`src/tib_pkg.sv`:
```
package tib_pkg;
    // ------------------------------------------------------------
    // Register map
    // ------------------------------------------------------------
    localparam logic [7:0]  OFS_BDTR       = 8'h44;
    localparam logic [7:0]  OFS_AF1        = 8'h60;
    localparam logic [7:0]  OFS_TISEL      = 8'h68;
    localparam int          TIMER_SEL_BIT  = 8;
    localparam int          ADDR_W         = 9;

    // ------------------------------------------------------------
    // Field positions
    // ------------------------------------------------------------
    localparam int          AF1_EN_BIT     = 0;
    localparam int          AF1_POL_BIT    = 9;
    localparam int          BDTR_LOCK_LSB  = 8;
    localparam int          BDTR_BKE_BIT   = 12;
    localparam int          BDTR_BKP_BIT   = 13;
    localparam int          SEL_W          = 4;

    // ------------------------------------------------------------
    // Reset values
    // ------------------------------------------------------------
    localparam logic        AF1_EN_RESET   = 1'h1;
    localparam logic        AF1_POL_RESET  = 1'h0;
    localparam logic [3:0]  TISEL_RESET    = 4'h0;
    localparam logic [1:0]  LOCK_OFF       = 2'h0;

    // ------------------------------------------------------------
    // Source codes
    // ------------------------------------------------------------
    localparam logic [3:0]  SEL_PIN        = 4'h0;
    localparam logic [3:0]  SEL1_LSI       = 4'h1;
    localparam logic [3:0]  SEL1_LSE       = 4'h2;
    localparam logic [3:0]  SEL1_RTC       = 4'h3;
    localparam logic [3:0]  SEL2_HSE32     = 4'h2;
    localparam logic [3:0]  SEL2_MCO       = 4'h3;

    // ------------------------------------------------------------
    // Synchronised input positions
    // ------------------------------------------------------------
    localparam int          IN_PIN1        = 0;
    localparam int          IN_LSI         = 1;
    localparam int          IN_LSE         = 2;
    localparam int          IN_RTC         = 3;
    localparam int          IN_PIN2        = 4;
    localparam int          IN_HSE32       = 5;
    localparam int          IN_MCO         = 6;
    localparam int          IN_BRK1        = 7;
    localparam int          IN_BRK2        = 8;
    localparam int          IN_W           = 9;
endpackage

```
`src/tib_sync.sv`:
```
module tib_sync #(
    parameter int W = 1
) (
    input  wire logic         clk,
    input  wire logic         reset,
    input  wire logic [W-1:0] din,
    output logic      [W-1:0] dout
);
    if (W < 1) begin
        $error("tib_sync: W must be at least 1");
    end

    typedef struct packed {
        logic [W-1:0] ff1;
        logic [W-1:0] ff2;
        logic [W-1:0] ff3;
        logic [W-1:0] val;
    } tib_sync_t;

    tib_sync_t s_q;
    tib_sync_t s_d;

    // ------------------------------------------------------------
    // Three stages; value moves once stages two and three agree
    // ------------------------------------------------------------
    always_comb begin
        s_d     = s_q;
        s_d.ff1 = din;
        s_d.ff2 = s_q.ff1;
        s_d.ff3 = s_q.ff2;
        for (int i = 0; i < W; i++) begin
            if (s_q.ff2[i] == s_q.ff3[i]) begin
                s_d.val[i] = s_q.ff3[i];
            end
        end
    end

    always_ff @(posedge clk) begin
        if (reset) begin
            s_q <= '0;
        end else begin
            s_q <= s_d;
        end
    end

    assign dout = s_q.val;
endmodule

```
`src/tib_top.sv`:
```
// Contract
// [RULE1] Timer 1 selector: 0 pin, 1 LOW_SPEED_INTERNAL_OSC osc, 2 LOW_SPEED_EXTERNAL_OSC osc, 3 RTC wakeup.
// [RULE2] Timer 2 selector: 0 pin, 1 none, 2 HIGH_SPEED_EXTERNAL_CLOCK/32, 3 clock output.
// [RULE3] Break polarity bit 0 means active low, 1 active high.
// [RULE4] Software keeps break polarity bit in step with main break polarity.
// [RULE5] Enabled external break is OR-ed into combined break, else ignored.
// [RULE6] Break enable and polarity writes ignored while lock level nonzero.
// [RULE7] Software writes reserved bits with their reset values.
// [RULE8] Registers are reachable with 16-bit accesses at their offsets.
// [RULE9] Break register resets to 0x1: enabled, active low.
// [RULE10] Input selection register resets to zero: channel pin selected.
// [RULE11] Lock 00 protects nothing; 01, 10, 11 include level 1.
// [RULE12] Lock field takes one write after reset, then stays frozen.
// [RULE13] Selected source feeds the channel 1 input path.
// [RULE14] Reserved selector codes drive a constant inactive level.
module tib_top (
    input  wire logic        clk,
    input  wire logic        reset,
    input  wire logic        hsel,
    input  wire logic [31:0] haddr,
    input  wire logic [1:0]  htrans,
    input  wire logic        hwrite,
    input  wire logic [2:0]  hsize,
    input  wire logic [31:0] hwdata,
    input  wire logic        hready,
    output logic      [31:0] hrdata,
    output logic             hreadyout,
    output logic             hresp,
    input  wire logic        firstTimerChannelPin,
    input  wire logic        secondTimerChannelPin,
    input  wire logic        lowSpeedInternalOsc,
    input  wire logic        lowSpeedExternalOsc,
    input  wire logic        rtcWakeup,
    input  wire logic        highSpeedExternalClockDiv32,
    input  wire logic        clockOutputSignal,
    input  wire logic [1:0]  externalBreakInput,
    input  wire logic [1:0]  otherBreakSources,
    output logic      [1:0]  channel1TimerInput,
    output logic      [1:0]  combinedBreakSignal
);
    typedef struct packed {
        logic [1:0]                        extBreakEnable;
        logic [1:0]                        extBreakPolarity;
        logic [1:0][tib_pkg::SEL_W-1:0]    ch1SourceSelect;
        logic [1:0][1:0]                   lockLevel;
        logic [1:0]                        lockWritten;
        logic [1:0]                        mainBreakEnable;
        logic [1:0]                        mainBreakPolarity;
        logic                              wrPend;
        logic [tib_pkg::ADDR_W-1:0]        wrAddr;
        logic [15:0]                       wrMask;
        logic [31:0]                       rdata;
        logic                              readyOut;
        logic [1:0]                        ch1In;
        logic [1:0]                        combined_break_signal;
    } tib_state_t;

    tib_state_t                 s_q;
    tib_state_t                 s_d;
    logic [tib_pkg::IN_W-1:0]   rawIn;
    logic [tib_pkg::IN_W-1:0]   syncIn;

    // ------------------------------------------------------------
    // Input synchronisers
    // ------------------------------------------------------------
    assign rawIn = {externalBreakInput[1], externalBreakInput[0], clockOutputSignal,
                    highSpeedExternalClockDiv32, secondTimerChannelPin, rtcWakeup,
                    lowSpeedExternalOsc, lowSpeedInternalOsc, firstTimerChannelPin};

    tib_sync #(.W(tib_pkg::IN_W)) u_sync (
        .clk   (clk),
        .reset (reset),
        .din   (rawIn),
        .dout  (syncIn)
    );

    // ------------------------------------------------------------
    // Next state
    // ------------------------------------------------------------
    always_comb begin
        logic        t;
        logic [7:0]  ofs;
        logic [15:0] wv;
        logic [15:0] mask;
        logic        extTerm;
        t       = 1'b0;
        ofs     = 8'h00;
        wv      = 16'h0000;
        mask    = 16'h0000;
        extTerm = 1'b0;
        s_d     = s_q;
        s_d.readyOut = 1'b1;

        // Write data phase
        t  = s_q.wrAddr[tib_pkg::TIMER_SEL_BIT];
        wv = hwdata[15:0] & s_q.wrMask;
        s_d.wrPend = 1'b0;
        if (s_q.wrPend) begin
            unique case ({s_q.wrAddr[7:2], 2'b00})
                tib_pkg::OFS_AF1: begin
                    if (s_q.lockLevel[t] == tib_pkg::LOCK_OFF) begin // [RULE6] [RULE11]
                        if (s_q.wrMask[tib_pkg::AF1_EN_BIT]) begin
                            s_d.extBreakEnable[t] = wv[tib_pkg::AF1_EN_BIT];
                        end
                        if (s_q.wrMask[tib_pkg::AF1_POL_BIT]) begin
                            s_d.extBreakPolarity[t] = wv[tib_pkg::AF1_POL_BIT];
                        end
                    end
                end
                tib_pkg::OFS_TISEL: begin
                    if (s_q.wrMask[0]) begin
                        s_d.ch1SourceSelect[t] = wv[tib_pkg::SEL_W-1:0];
                    end
                end
                tib_pkg::OFS_BDTR: begin
                    if (!s_q.lockWritten[t]) begin // [RULE12]
                        s_d.lockWritten[t] = 1'b1;
                        if (s_q.wrMask[tib_pkg::BDTR_LOCK_LSB]) begin
                            s_d.lockLevel[t] = wv[tib_pkg::BDTR_LOCK_LSB +: 2];
                        end
                    end
                    if (s_q.lockLevel[t] == tib_pkg::LOCK_OFF
                        && s_q.wrMask[tib_pkg::BDTR_BKE_BIT]) begin // [RULE11]
                        s_d.mainBreakEnable[t]   = wv[tib_pkg::BDTR_BKE_BIT];
                        s_d.mainBreakPolarity[t] = wv[tib_pkg::BDTR_BKP_BIT];
                    end
                end
                default: begin
                end
            endcase
        end

        // Address phase; byte lanes of the low half-word carry all fields
        if (hsel && htrans[1] && hready) begin
            t   = haddr[tib_pkg::TIMER_SEL_BIT];
            ofs = {haddr[7:2], 2'b00};
            unique case (hsize)
                3'h0:    mask = haddr[1:0] == 2'h0 ? 16'h00ff
                              : (haddr[1:0] == 2'h1 ? 16'hff00 : 16'h0000);
                3'h1:    mask = haddr[1] ? 16'h0000 : 16'hffff; // [RULE8]
                default: mask = 16'hffff;
            endcase
            s_d.wrPend = hwrite;
            s_d.wrAddr = haddr[tib_pkg::ADDR_W-1:0];
            s_d.wrMask = mask;
            if (!hwrite) begin
                s_d.rdata = 32'h0000_0000;
                if (ofs == tib_pkg::OFS_AF1) begin
                    s_d.rdata[tib_pkg::AF1_EN_BIT]  = s_q.extBreakEnable[t];
                    s_d.rdata[tib_pkg::AF1_POL_BIT] = s_q.extBreakPolarity[t];
                end else if (ofs == tib_pkg::OFS_TISEL) begin
                    s_d.rdata[tib_pkg::SEL_W-1:0] = s_q.ch1SourceSelect[t];
                end else if (ofs == tib_pkg::OFS_BDTR) begin
                    s_d.rdata[tib_pkg::BDTR_LOCK_LSB +: 2] = s_q.lockLevel[t];
                    s_d.rdata[tib_pkg::BDTR_BKE_BIT] = s_q.mainBreakEnable[t];
                    s_d.rdata[tib_pkg::BDTR_BKP_BIT] = s_q.mainBreakPolarity[t];
                end
            end
        end

        // Channel 1 source routing
        unique case (s_q.ch1SourceSelect[0]) // [RULE1] [RULE13]
            tib_pkg::SEL_PIN:  s_d.ch1In[0] = syncIn[tib_pkg::IN_PIN1];
            tib_pkg::SEL1_LSI: s_d.ch1In[0] = syncIn[tib_pkg::IN_LSI];
            tib_pkg::SEL1_LSE: s_d.ch1In[0] = syncIn[tib_pkg::IN_LSE];
            tib_pkg::SEL1_RTC: s_d.ch1In[0] = syncIn[tib_pkg::IN_RTC];
            default:           s_d.ch1In[0] = 1'b0; // [RULE14]
        endcase
        unique case (s_q.ch1SourceSelect[1]) // [RULE2] [RULE13]
            tib_pkg::SEL_PIN:    s_d.ch1In[1] = syncIn[tib_pkg::IN_PIN2];
            tib_pkg::SEL2_HSE32: s_d.ch1In[1] = syncIn[tib_pkg::IN_HSE32];
            tib_pkg::SEL2_MCO:   s_d.ch1In[1] = syncIn[tib_pkg::IN_MCO];
            default:             s_d.ch1In[1] = 1'b0; // [RULE14]
        endcase

        // Break combine
        for (int i = 0; i < 2; i++) begin
            extTerm = s_q.extBreakPolarity[i] ? syncIn[tib_pkg::IN_BRK1 + i]
                                              : ~syncIn[tib_pkg::IN_BRK1 + i]; // [RULE3]
            s_d.combined_break_signal[i] = otherBreakSources[i] | (s_q.extBreakEnable[i] & extTerm); // [RULE5]
        end
    end

    always_ff @(posedge clk) begin
        if (reset) begin
            s_q                  <= '0;
            s_q.extBreakEnable   <= {2{tib_pkg::AF1_EN_RESET}};  // [RULE9]
            s_q.extBreakPolarity <= {2{tib_pkg::AF1_POL_RESET}}; // [RULE9]
            s_q.ch1SourceSelect  <= {2{tib_pkg::TISEL_RESET}};   // [RULE10]
            s_q.lockLevel        <= {2{tib_pkg::LOCK_OFF}};
        end else begin
            s_q <= s_d;
        end
    end

    assign hrdata              = s_q.rdata;
    assign hreadyout           = s_q.readyOut;
    assign hresp               = 1'b0;
    assign channel1TimerInput  = s_q.ch1In;
    assign combinedBreakSignal = s_q.combined_break_signal;
endmodule

```
`config.mk`:
```
export PLATFORM = sky130hd
export DESIGN_NAME = tib_top
export DESIGN_NICKNAME = d
export VERILOG_FILES = /design/src/tib_pkg.sv /design/src/tib_sync.sv /design/src/tib_top.sv
export SDC_FILE = /design/constraint.sdc
export NUM_CORES = 1
export LEC_CHECK = 0
export ABC_AREA = 1
export BUFFER_PORTS_ARGS = -buffer_cell sky130_fd_sc_hd__buf_2
export CAP_MARGIN = 20
export CORE_MARGIN = 8
export CORE_UTILIZATION = 34
export CTS_CLUSTER_DIAMETER = 120
export DETAILED_ROUTE_END_ITERATION = 10
export PLACE_DENSITY = 0.67
export SYNTH_ARGS = -nofsm -noshare
export SYNTH_HDL_FRONTEND = slang
export SYNTH_SLANG_ARGS = --single-unit
```
`constraint.sdc`:
```
create_clock -name clk -period 1.1 [get_ports clk]
set_input_delay 0.11 -clock clk [delete_from_list [all_inputs] [get_ports clk]]
set_output_delay 0.11 -clock clk [all_outputs]
set_load 0.005 [all_outputs]
```
# Word-level counts from Yosys, hierarchy flattened
# Cells that the tools add are included.
dict set report word_totals {
  out_inout_bits 38
  word_cells 128
  inputBits 85
  register_bits 95
}
dict set report classes {
  bitwise_logic 11
  n_reduce_logical 17
  eq_ne 22
  mux 47
  magnitude_cmp 3
}
# operator n
set op_table {}
lappend op_table {{$mux W14} 3}
lappend op_table {{$eq A6 B5 Y1 const B} 6}
lappend op_table {{$pmux W14 S2} 1}
lappend op_table {{$mux W2} 10}
lappend op_table {{$eq A4 B2 Y1 const B} 4}
lappend op_table {{$mux W1} 16}
lappend op_table {{$mux W4} 4}
lappend op_table {{$and A14 B14 Y14} 1}
lappend op_table {{$reduce_and A4 Y1} 3}
lappend op_table {{$eq A1 B1 Y1} 9}
lappend op_table {{$reduce_and A3 Y1} 3}
lappend op_table {{$bwmux W2} 4}
lappend op_table {{$bwmux W8} 1}
lappend op_table {{$logic_not A4 Y1} 2}
lappend op_table {{$mux W5} 1}
lappend op_table {{$not A1 Y1} 5}
lappend op_table {{$bwmux W4} 1}
lappend op_table {{$demux W4 S1} 1}
lappend op_table {{$eq A4 B1 Y1 const B} 1}
lappend op_table {{$logic_and A1 B1 Y1} 4}
lappend op_table {{$logic_not A2 Y1} 2}
lappend op_table {{$lt A1 B2 Y1 const B} 2}
lappend op_table {{$pmux W1 S4} 1}
lappend op_table {{$eq A3 B1 Y1 const B} 1}
lappend op_table {{12 further kinds} 14}

# Depth between registers and ports, before layout
# Gate-level depths: netlist (run 1).
dict set report depth {
  word_depth 5
  mapped_depth 8
  depth_no_buf 8
}

# By module
# From an unflattened synthesis (run 1), not the netlist that was laid out.
dict set report unflattened {
  hier_cells 492
  hier_area_um2 3743.6
}
# mod seq_area_each_um2 cells_each area_each_um2 n_inst
set by_module_without_submodules {}
lappend by_module_without_submodules {tib_top 900.9 362 2549.9 1}
lappend by_module_without_submodules {tib_sync 720.7 130 1193.6 1}

# Worst setup path before layout (run 1)
# Ideal clock, no wire load.
dict set report synth_path {
  kind {register -> register}
  start {register s_q[49] in the netlist's numbering}
  end {register s_q[63] in the netlist's numbering}
  path_buffers 1
  path_slack_ns 0.007
  setup_time_ns 0.110
  arrival_time_ns 0.983
  synth_period_minus_slack_ns 1.093
  path_stages_with_launch 9
  required_ns 0.990
  path_cell_list {dfxtp_1 > buf_2 > nand2_1 > inv_1 > nand2_1 > nor2_2 > nand3_1 > nand2_1 > nor2_1}
}
dict set report synth_between {
  elab_chain_cells 2
}
# item line_no
set synth_lines {}
lappend synth_lines {{start: declaration} tib_top.sv:58} ;# tib_state_t s_q;
lappend synth_lines {{$logic_and A1 B1 Y1} tib_top.sv:123} ;# && s_q.wrMask[tib_pkg::BDTR_BKE_BIT]) begin
lappend synth_lines {{$reduce_and A3 Y1 (no source line)} --}
# No other way between the ends.
# A chain may end at the register's enable or synchronous reset.

# Worst setup path after layout (run 1)
dict set report layout_path {
  start {register s_q[56] in the netlist's numbering}
  end {register s_q[82] in the netlist's numbering}
}
dict set report layout_between {
  elab_chain_cells 2
}
# item line_no
set layout_lines {}
lappend layout_lines {{$eq A6 B5 Y1} tib_top.sv:99} ;# unique case ({s_q.wrAddr[7:2], 2'b00})
lappend layout_lines {{$reduce_and A4 Y1 (no source line)} --}
# No other way between the ends.

==> results.txt, run 1 <==
The post-synthesis cell type with the largest combined area is dfxtp_1. Clock tree synthesis selected as its root buffer the cell clkbuf_8. The footprint of the flip-flops and latches came out at 1640 um2. The number of clock sinks came out at 81.

On the worst path, the slowest cell contributes a delay of 0.37 ns. The critical path in this run is classified as flip-flop to flip-flop. The starting density of the core came out at 35.0%. The share of layout cells above drive strength 1 is 25.6%. The aggregate global routing overflow is 0.

The filler cells instantiated in the layout total 1,035. Hold is met by 0.0524 ns. The total area of multi-input combinational cells came out at 1530 um2. The Yosys step of the flow raised 0 warnings. The post-layout net count is 669.

The worst setup path is captured at a flip-flop. The number of hold violations in the final report came out at 0. The total iterations of the first detailed-routing run came out at 4. The power per unit of standard cell area is between 1000 and 1500 nW/um2. The height of the die came out at 119 um.

The number of buffers created by CTS is 9. Setup repair after global routing could not meet its margin everywhere. The setup slack of the critical path after layout came out at -0.113 ns. The post-placement cell count came out at approximately 690. The total area inside the core boundary comes to 10,300 um2.

The peak fanout along the critical path is 3. From left edge to right edge, the die measures 119 um. Clock-pin slew was measured on the worst setup and hold paths at 0.08 ns. TritonCTS built the clock tree. The endpoint of the most critical register-to-register path is s_q[82]. Setup violations remaining at the end of the flow were counted as 22. The clock latency at the later pin of the worst-skew pair came out at 0.36 ns. After synthesis, the largest area contributor takes up 44.9% of total cell area. The routed layout has 3,106 vias. Synthesis handed over a netlist of 508 instances. The setup slack on the worst flop-to-flop path is -0.11 ns. The total standard cell area after synthesis is 3610 um2. The count of nets left with antenna violations once routing finished came out at 0. The routed wire length came out at 8080 um. The count of max-cap constraint violations is 0. The type of the most critical hold path is primary input to flip-flop. Traced cell by cell, the critical path runs through inv_2, buf_4, nand2_1, nor2_1, nand2_1, nor2_1, nand3_1, nand2_1, nor2_1.

The area growth from synthesis to layout came out at 25.5%. The antenna diode count came out at 0. The average vias per placed instance came out at 4.28. The number of primary I/O pins came out at 123. The max-slew violation count came out at 0.

STA puts the critical path data required time at 1.35 ns. The number of rows created at floorplan is 37. IR analysis of the VDD net gives a maximum drop of 0.000580 V. The number of stages on the worst hold path came out at 3. The first-pass GRT wire length came out at 13,800 um. At the end of routability-driven placement, the weighted congestion stood at 0.810.

The fraction of the yosys area taken by sequential cells is about 45%. The highest achievable clock rate is 824 MHz. The path with the worst hold slack has its endpoint at s_q[59]. The register bit total from synthesis came out at just over 80. The startpoint type of the worst setup path is a flip-flop. Dividing the synthesized area by the synthesized cell count gives 7.11 um2.

For this run, design rule violations remaining after detail routing come to 0. The total cell area at the placement stage came out at 3980 um2. The final reports fail on setup timing. Yosys attributes the largest share of cell area to dfxtp_1, inv_1, nand2_1. The number of distinct library cells after synthesis came out at 26. The number of cells in the finished layout apart from fillers is 725. The final worst clock skew came out at 0.0134 ns.

For this block, the initial DRC count from the detailed router was 121. The post-route total power came out at 0.00579 W. The floorplan die area is 14,200 um2. The shortest clock period the worst path allows after layout came out at ~1.2 ns. Summed over all cells, the static leakage comes to approximately 2.1 nW.

Dividing the detail-routed wire length by the instance count gives 11.1 um. The number of cells on the worst reg-to-reg path is 9. At the placement stage, the worst setup path has a slack of -0.192 ns. The initial antenna violation count is 0. Summing all non-filler instances in the final layout gives an area of 4530 um2. The count of H-tree levels built during CTS is 3. The worst-case clock buffer depth came out at 2. Across every metal layer, demand over resource in global routing totals 11.9%. The startpoint identified for the worst hold timing path is haddr[6]. Dividing the final minimum period by the clock period gives 110%. The beginning of the worst register-to-register path is s_q[56]. The slowest stage of the critical path belongs to the cell dfxtp_4. The pin count of the biggest net entering global routing is 45. Detailed placement ended at an HPWL of 6040 um. The number of global-route vias before repair is 3,079. The endpoint arrival time on the critical path is 1.46 ns.

The flow ran to the end, but the final reports show violations. The port buffer count is 49.
## synth_stat cells
cell       number
inv_1          89
nand2_1        84
nor2_1         82
dfxtp_1        81
buf_4          38
a21oi_1        31
o21ai_0        27
nand3_1        21
nand4_1        10
buf_2           7
buf_1           5
nand3_2         5
nor2_2          5
nor3_1          4
a221oi_1        3
a211oi_1        2
clkbuf_1        2
inv_2           2
nor2_4          2
o211ai_1        2
and3_1          1
conb_1          1
nand2_2         1
nor3_2          1
o2111ai_1       1
or2_2           1
## per-layer routing
metal  share of wire [%]  GRT usage [%]
met1                  46           13.6
met2                  47           20.1
met3                 5.4           4.30
met4                 1.2           4.35
met5                   0              0
## repair_timing
action                     in CTS  in global routing
resized for setup              31                 31
buffers inserted                5                  0
pin swaps                      23                 27
setup endpoints to repair      22                 22
hold endpoints to repair       13                  0
hold buffers                   13                  0
## worst max-delay path, delay by kind of cell (launching register included)
kind	cells	cell delay [ns]
and+or+nand+nor	7	0.56
buffers and inverters	2	0.19
DFF	1	0.37
## report_power, final
part           leakage, nW  internal (W)  switching, W
clock network        0.107       0.00110       0.00117
registers            0.664       0.00299     0.0000389
logic                 1.32      0.000220      0.000277
## cell type report
type / count / share of cell area, %
inverters: 91 / 7.64
flip-flops and latches: 81 / 36.2
repair buffers: 93 / 14.2
clock inverters: 7 / 1.88
multi-input cells: 308 / 33.6
clock buffers: 9 / 2.73
well taps: 136 / 3.75
## flip-flops by register name, indices dropped and copies added (netlist names)
register / count
u_sync.dout: 9
s_q: 32
hrdata: 8
u_sync.s_q: 9
combinedBreakSignal: 2
channel1TimerInput: 2
hreadyout: 1
u_sync.s_d: 18
## how the worst max path moves through the flow
stage / from / end / cells past startpoint
floorplan: s_q[49] / s_q[63] / 8
global placement: s_q[61] / s_q[64] / 7
detailed placement: s_q[61] / s_q[71] / 8
CTS: s_q[61] / s_q[64] / 8
global route: s_q[61] / s_q[72] / 9
finish: s_q[56] / s_q[82] / 9
## cell usage in the layout (no fill, tap or decap), types with 8 or more instances in the layout
cell and count:
a21oi_1 30, buf_2 49, buf_4 24, clkbuf_8 9, conb_1 25, dfxtp_1 74
dlygate4sd3_1 13, inv_1 81, inv_2 8, nand2_1 73, nand2_2 10, nand3_1 18
nand4_1 10, nor2_1 75, o21ai_0 26
## through the flow
stage	setup TNS [ns]	util [%]
floorplan	0	-
global placement	-2.26	38.5
detailed placement	-2.90	38.5
CTS	-1.49	43.1
global route	-3.44	43.9
finish	-1.31	43.9
## cells by family (layout without fill, tap and decap cells)
logic type,count (synthesis),after routing,share of synthesized area (%)
buf+inv,143,200,19.1
other cells,1,25,0.104
compound gates,66,66,9.84
flops,81,81,44.9
simple gates,217,217,26.1
Note: power is estimated with default switching activity, not from simulation.
==> run 2, diff against run 1 <==
--- a/config.mk
+++ b/config.mk
@@ -6,13 +6,14 @@
 export NUM_CORES = 1
 export LEC_CHECK = 0
 export ABC_AREA = 1
-export BUFFER_PORTS_ARGS = -buffer_cell sky130_fd_sc_hd__buf_2
 export CAP_MARGIN = 20
 export CORE_MARGIN = 8
 export CORE_UTILIZATION = 34
 export CTS_CLUSTER_DIAMETER = 120
 export DETAILED_ROUTE_END_ITERATION = 10
-export PLACE_DENSITY = 0.67
+export DONT_BUFFER_PORTS = 1
+export PLACE_DENSITY = 0.57
+export SETUP_SLACK_MARGIN = 0.3
 export SYNTH_ARGS = -nofsm -noshare
 export SYNTH_HDL_FRONTEND = slang
 export SYNTH_SLANG_ARGS = --single-unit
==> results.txt, run 2 (synthesized netlist as in run 1, its figures left out) <==
The path type of the worst setup path is flip-flop to flip-flop. The setup slack of the critical path after layout came out at -0.145 ns. Setup repair after global routing could not meet its margin everywhere. The final standard cell utilization of the core came out at ~44%. The die covers 14,200 um2. The clock tree from TritonCTS is yes.

The clock latency at the later pin of the worst-skew pair came out at 0.37 ns. After global routing the overflow that remains totals 0. For this run, the detailed router's first-pass iteration total came to 5. At the end of routability-driven placement, the weighted congestion stood at 0.812. Measured along the y axis, the die boundary spans 119 um. In the layout the commonest cells are nand2_1, nor2_1, inv_1. In this design, the largest share of critical-path delay is due to simple AND/OR/NAND/NOR gates. Compared with the post-synthesis result, the final layout area differs by 25.6%.

Summing internal, switching and leakage power gives 0.00556 W. The pin count of the biggest net entering global routing came out at 46. The post-route clock period utilization is 113%. The average wire length per cell after detail routing came out at 12.7 um. Summed over all layers, the routed wires come to 8670 um. The max-slew violation count was 0.

The final worst clock skew came out at 0.00718 ns. Static timing analysis puts the maximum clock frequency at around 800 MHz. The core area came out at between 10,000 and 15,000 um2. The number of DRC violations after detailed routing is 0.

The first global-routing pass estimated 13,800 um of wire. The final setup violation count came out at 22. The post-placement cell count is 635. For this design the static power due to leakage is 1.98 nW.

The tree is rooted in a clkbuf_8. Buffers inserted during clock tree synthesis total 9. Headroom to the max-slew limit came out at 57.8%. Global routing consumed, on the met3 layer, 3.45% of the routing resources. The power per unit of standard cell area is between 1000 and 1500 nW/um2. In the routed layout, each cell is associated on average with a via count of around 4.5. The slew at the pin closest to its max-slew limit is 0.631 ns. The number of inserted filler cells in the final layout came out at 1,000.

The checks that failed: hold timing, setup timing. Port buffering added 0 buffers. The finished layout holds 684 standard cells, fillers aside.

The initial antenna violation count is 0. The flow ran to the end, but the final reports show violations. The worst hold slack across all endpoints came out at -0.200 ns. The most common library cell in the layout ignoring fill and taps is nand2_1. The count of max-cap constraint violations came out at 0.

The shortest clock period the worst path allows after layout came out at 1.24 ns. The endpoint type of the worst setup path is a flip-flop. Traced cell by cell, the critical path runs through inv_2, nand2_4, nor3_4, nand3_4, nand2_2, nand2_2, nor2_2.

In this run the deepest clock path goes through 2 buffers. The critical path's largest stage delay is 0.35 ns. In this design, the critical path's most frequently occurring cell is nand2_2. The number of nets with antenna violations after routing is 0.

The clock-pin slew reported for the worst setup and hold paths after clock tree synthesis came out at 0.09 ns. The global-route met1 utilization is 14.3%. In this run the count of I/O pins placed on the die edge is 123. The number of flip-flops under the largest register name came out at 32.

The clock tree synthesis step divided the H-tree into 3 levels. The global-route track usage on met2 is 19.7%. The total vias in the final route is roughly 3k. The global routing usage summed across all routing layers came out at 12.2%. The number of buffers and inverters on the critical path is 1. The total negative setup slack came out at -2.14 ns. The startpoint type of the worst setup path is a flip-flop. The endpoint arrival time on the critical path came out at 1.56 ns. On the critical path, the stage with the largest delay is an instance of dfxtp_2. The path class of the tightest hold or removal check is primary input to flip-flop.

The die extent in x is 119 um. The register bank with the most flops is s_q. The peak fanout along the critical path came out at 8.

The post-DP HPWL came out at 5920 um. The peak supply drop is roughly 0.00057 V. The starting density of the core came out at between 30% and 40%. The number of violations reported at the end of detailed-routing iteration 0 is 160.

The number of clock sinks came out at 81. The post-layout net count came out at 628. The antenna diode count came out at 0. The number of hold violations in the final report is 34.

The share of layout cells above drive strength 1 is 29.9%. The data required time at the worst endpoint is between 1 and 1.5 ns. met2 is the most crowded layer. The floorplan has 37 rows. The number of global-route vias before repair is 2,904.
run 2: changes by cell type in the layout (fill, tap and decap cells not counted), sizes merged:
| cell | previous run | this run |
|---|---|---|
| buf | 80 | 26 |
| dlygate4sd3 | 13 | 24 |
| bufinv | 1 | 0 |
| clkbuf | 9 | 10 |
| clkinvlp | 0 | 1 |
| dlymetal6s2s | 0 | 1 |
| dlymetal6s4s | 0 | 1 |
| inv | 95 | 94 |
run 2: timing repair:
item / CTS / global route
pin swaps: 19 / 29
hold buffers: 25 / 1
setup buffers: 2 / 5
resized for setup: 60 / 74
endpoints found under the setup margin: 47 / 52
hold endpoints to repair: 71 / 35
cloned: 0 / 0
run 2: stage by stage:
step,worst slack (ns),cell area [um2]
2_1_floorplan,0.0518,3740
3_3_place_gp,-0.0999,3710
3_5_place_dp,-0.122,3710
4_1_cts,-0.114,4290
5_1_grt,-0.255,4540
6_report,-0.145,4540
run 2: layout make-up:
class	count	area [um2]	area share (%)
Multi-Input combinational cell	308	1640	36.0
Inverter	91	349	7.69
Clock inverter	6	50.0	1.10
Clock buffer	10	138	3.03
Timing Repair Buffer	52	507	11.2
Tap cell	136	170	3.75
Sequential cell	81	1690	37.2
run 2: path summary, 6_finish.rpt:
| check | start | to | slack [ns] | cells after the start |
|---|---|---|---|---|
| min reg2reg | u_sync.s_d[19] | u_sync.s_d[10] | 0.40 | 2 |
| max reg2reg | s_q[57] | s_q[77] | -0.14 | 7 |
| max | s_q[57] | s_q[77] | -0.14 | 7 |
| min | reset | combinedBreakSignal[0] | -0.20 | 1 |
run 2: worst register-to-register path, cell delays in order, from the launching register on:
cell and delay [ns]:
dfxtp_2 0.35, inv_2 0.07, nand2_4 0.06, nor3_4 0.28, nand3_4 0.18, nand2_2 0.11
nand2_2 0.05, nor2_2 0.10
run 2: report_power, final:
part           total (W)  leakage [nW]  internal [W]  switching, W
clock            0.00209        0.0952      0.000913       0.00118
sequential       0.00303         0.678       0.00299     0.0000409
combinational   0.000437          1.20      0.000200      0.000237
total            0.00556          1.98       0.00410       0.00146
run 2: per-layer routing:
metal | part of all wire [%] | routed length (um) | up-vias
met4 | 2.9 | 252 | 0
met2 | 46 | 4010 | 82
met1 | 45 | 3870 | 1364
li1 | - | - | 1585
met5 | 0 | 0 | -
met3 | 6.2 | 537 | 17
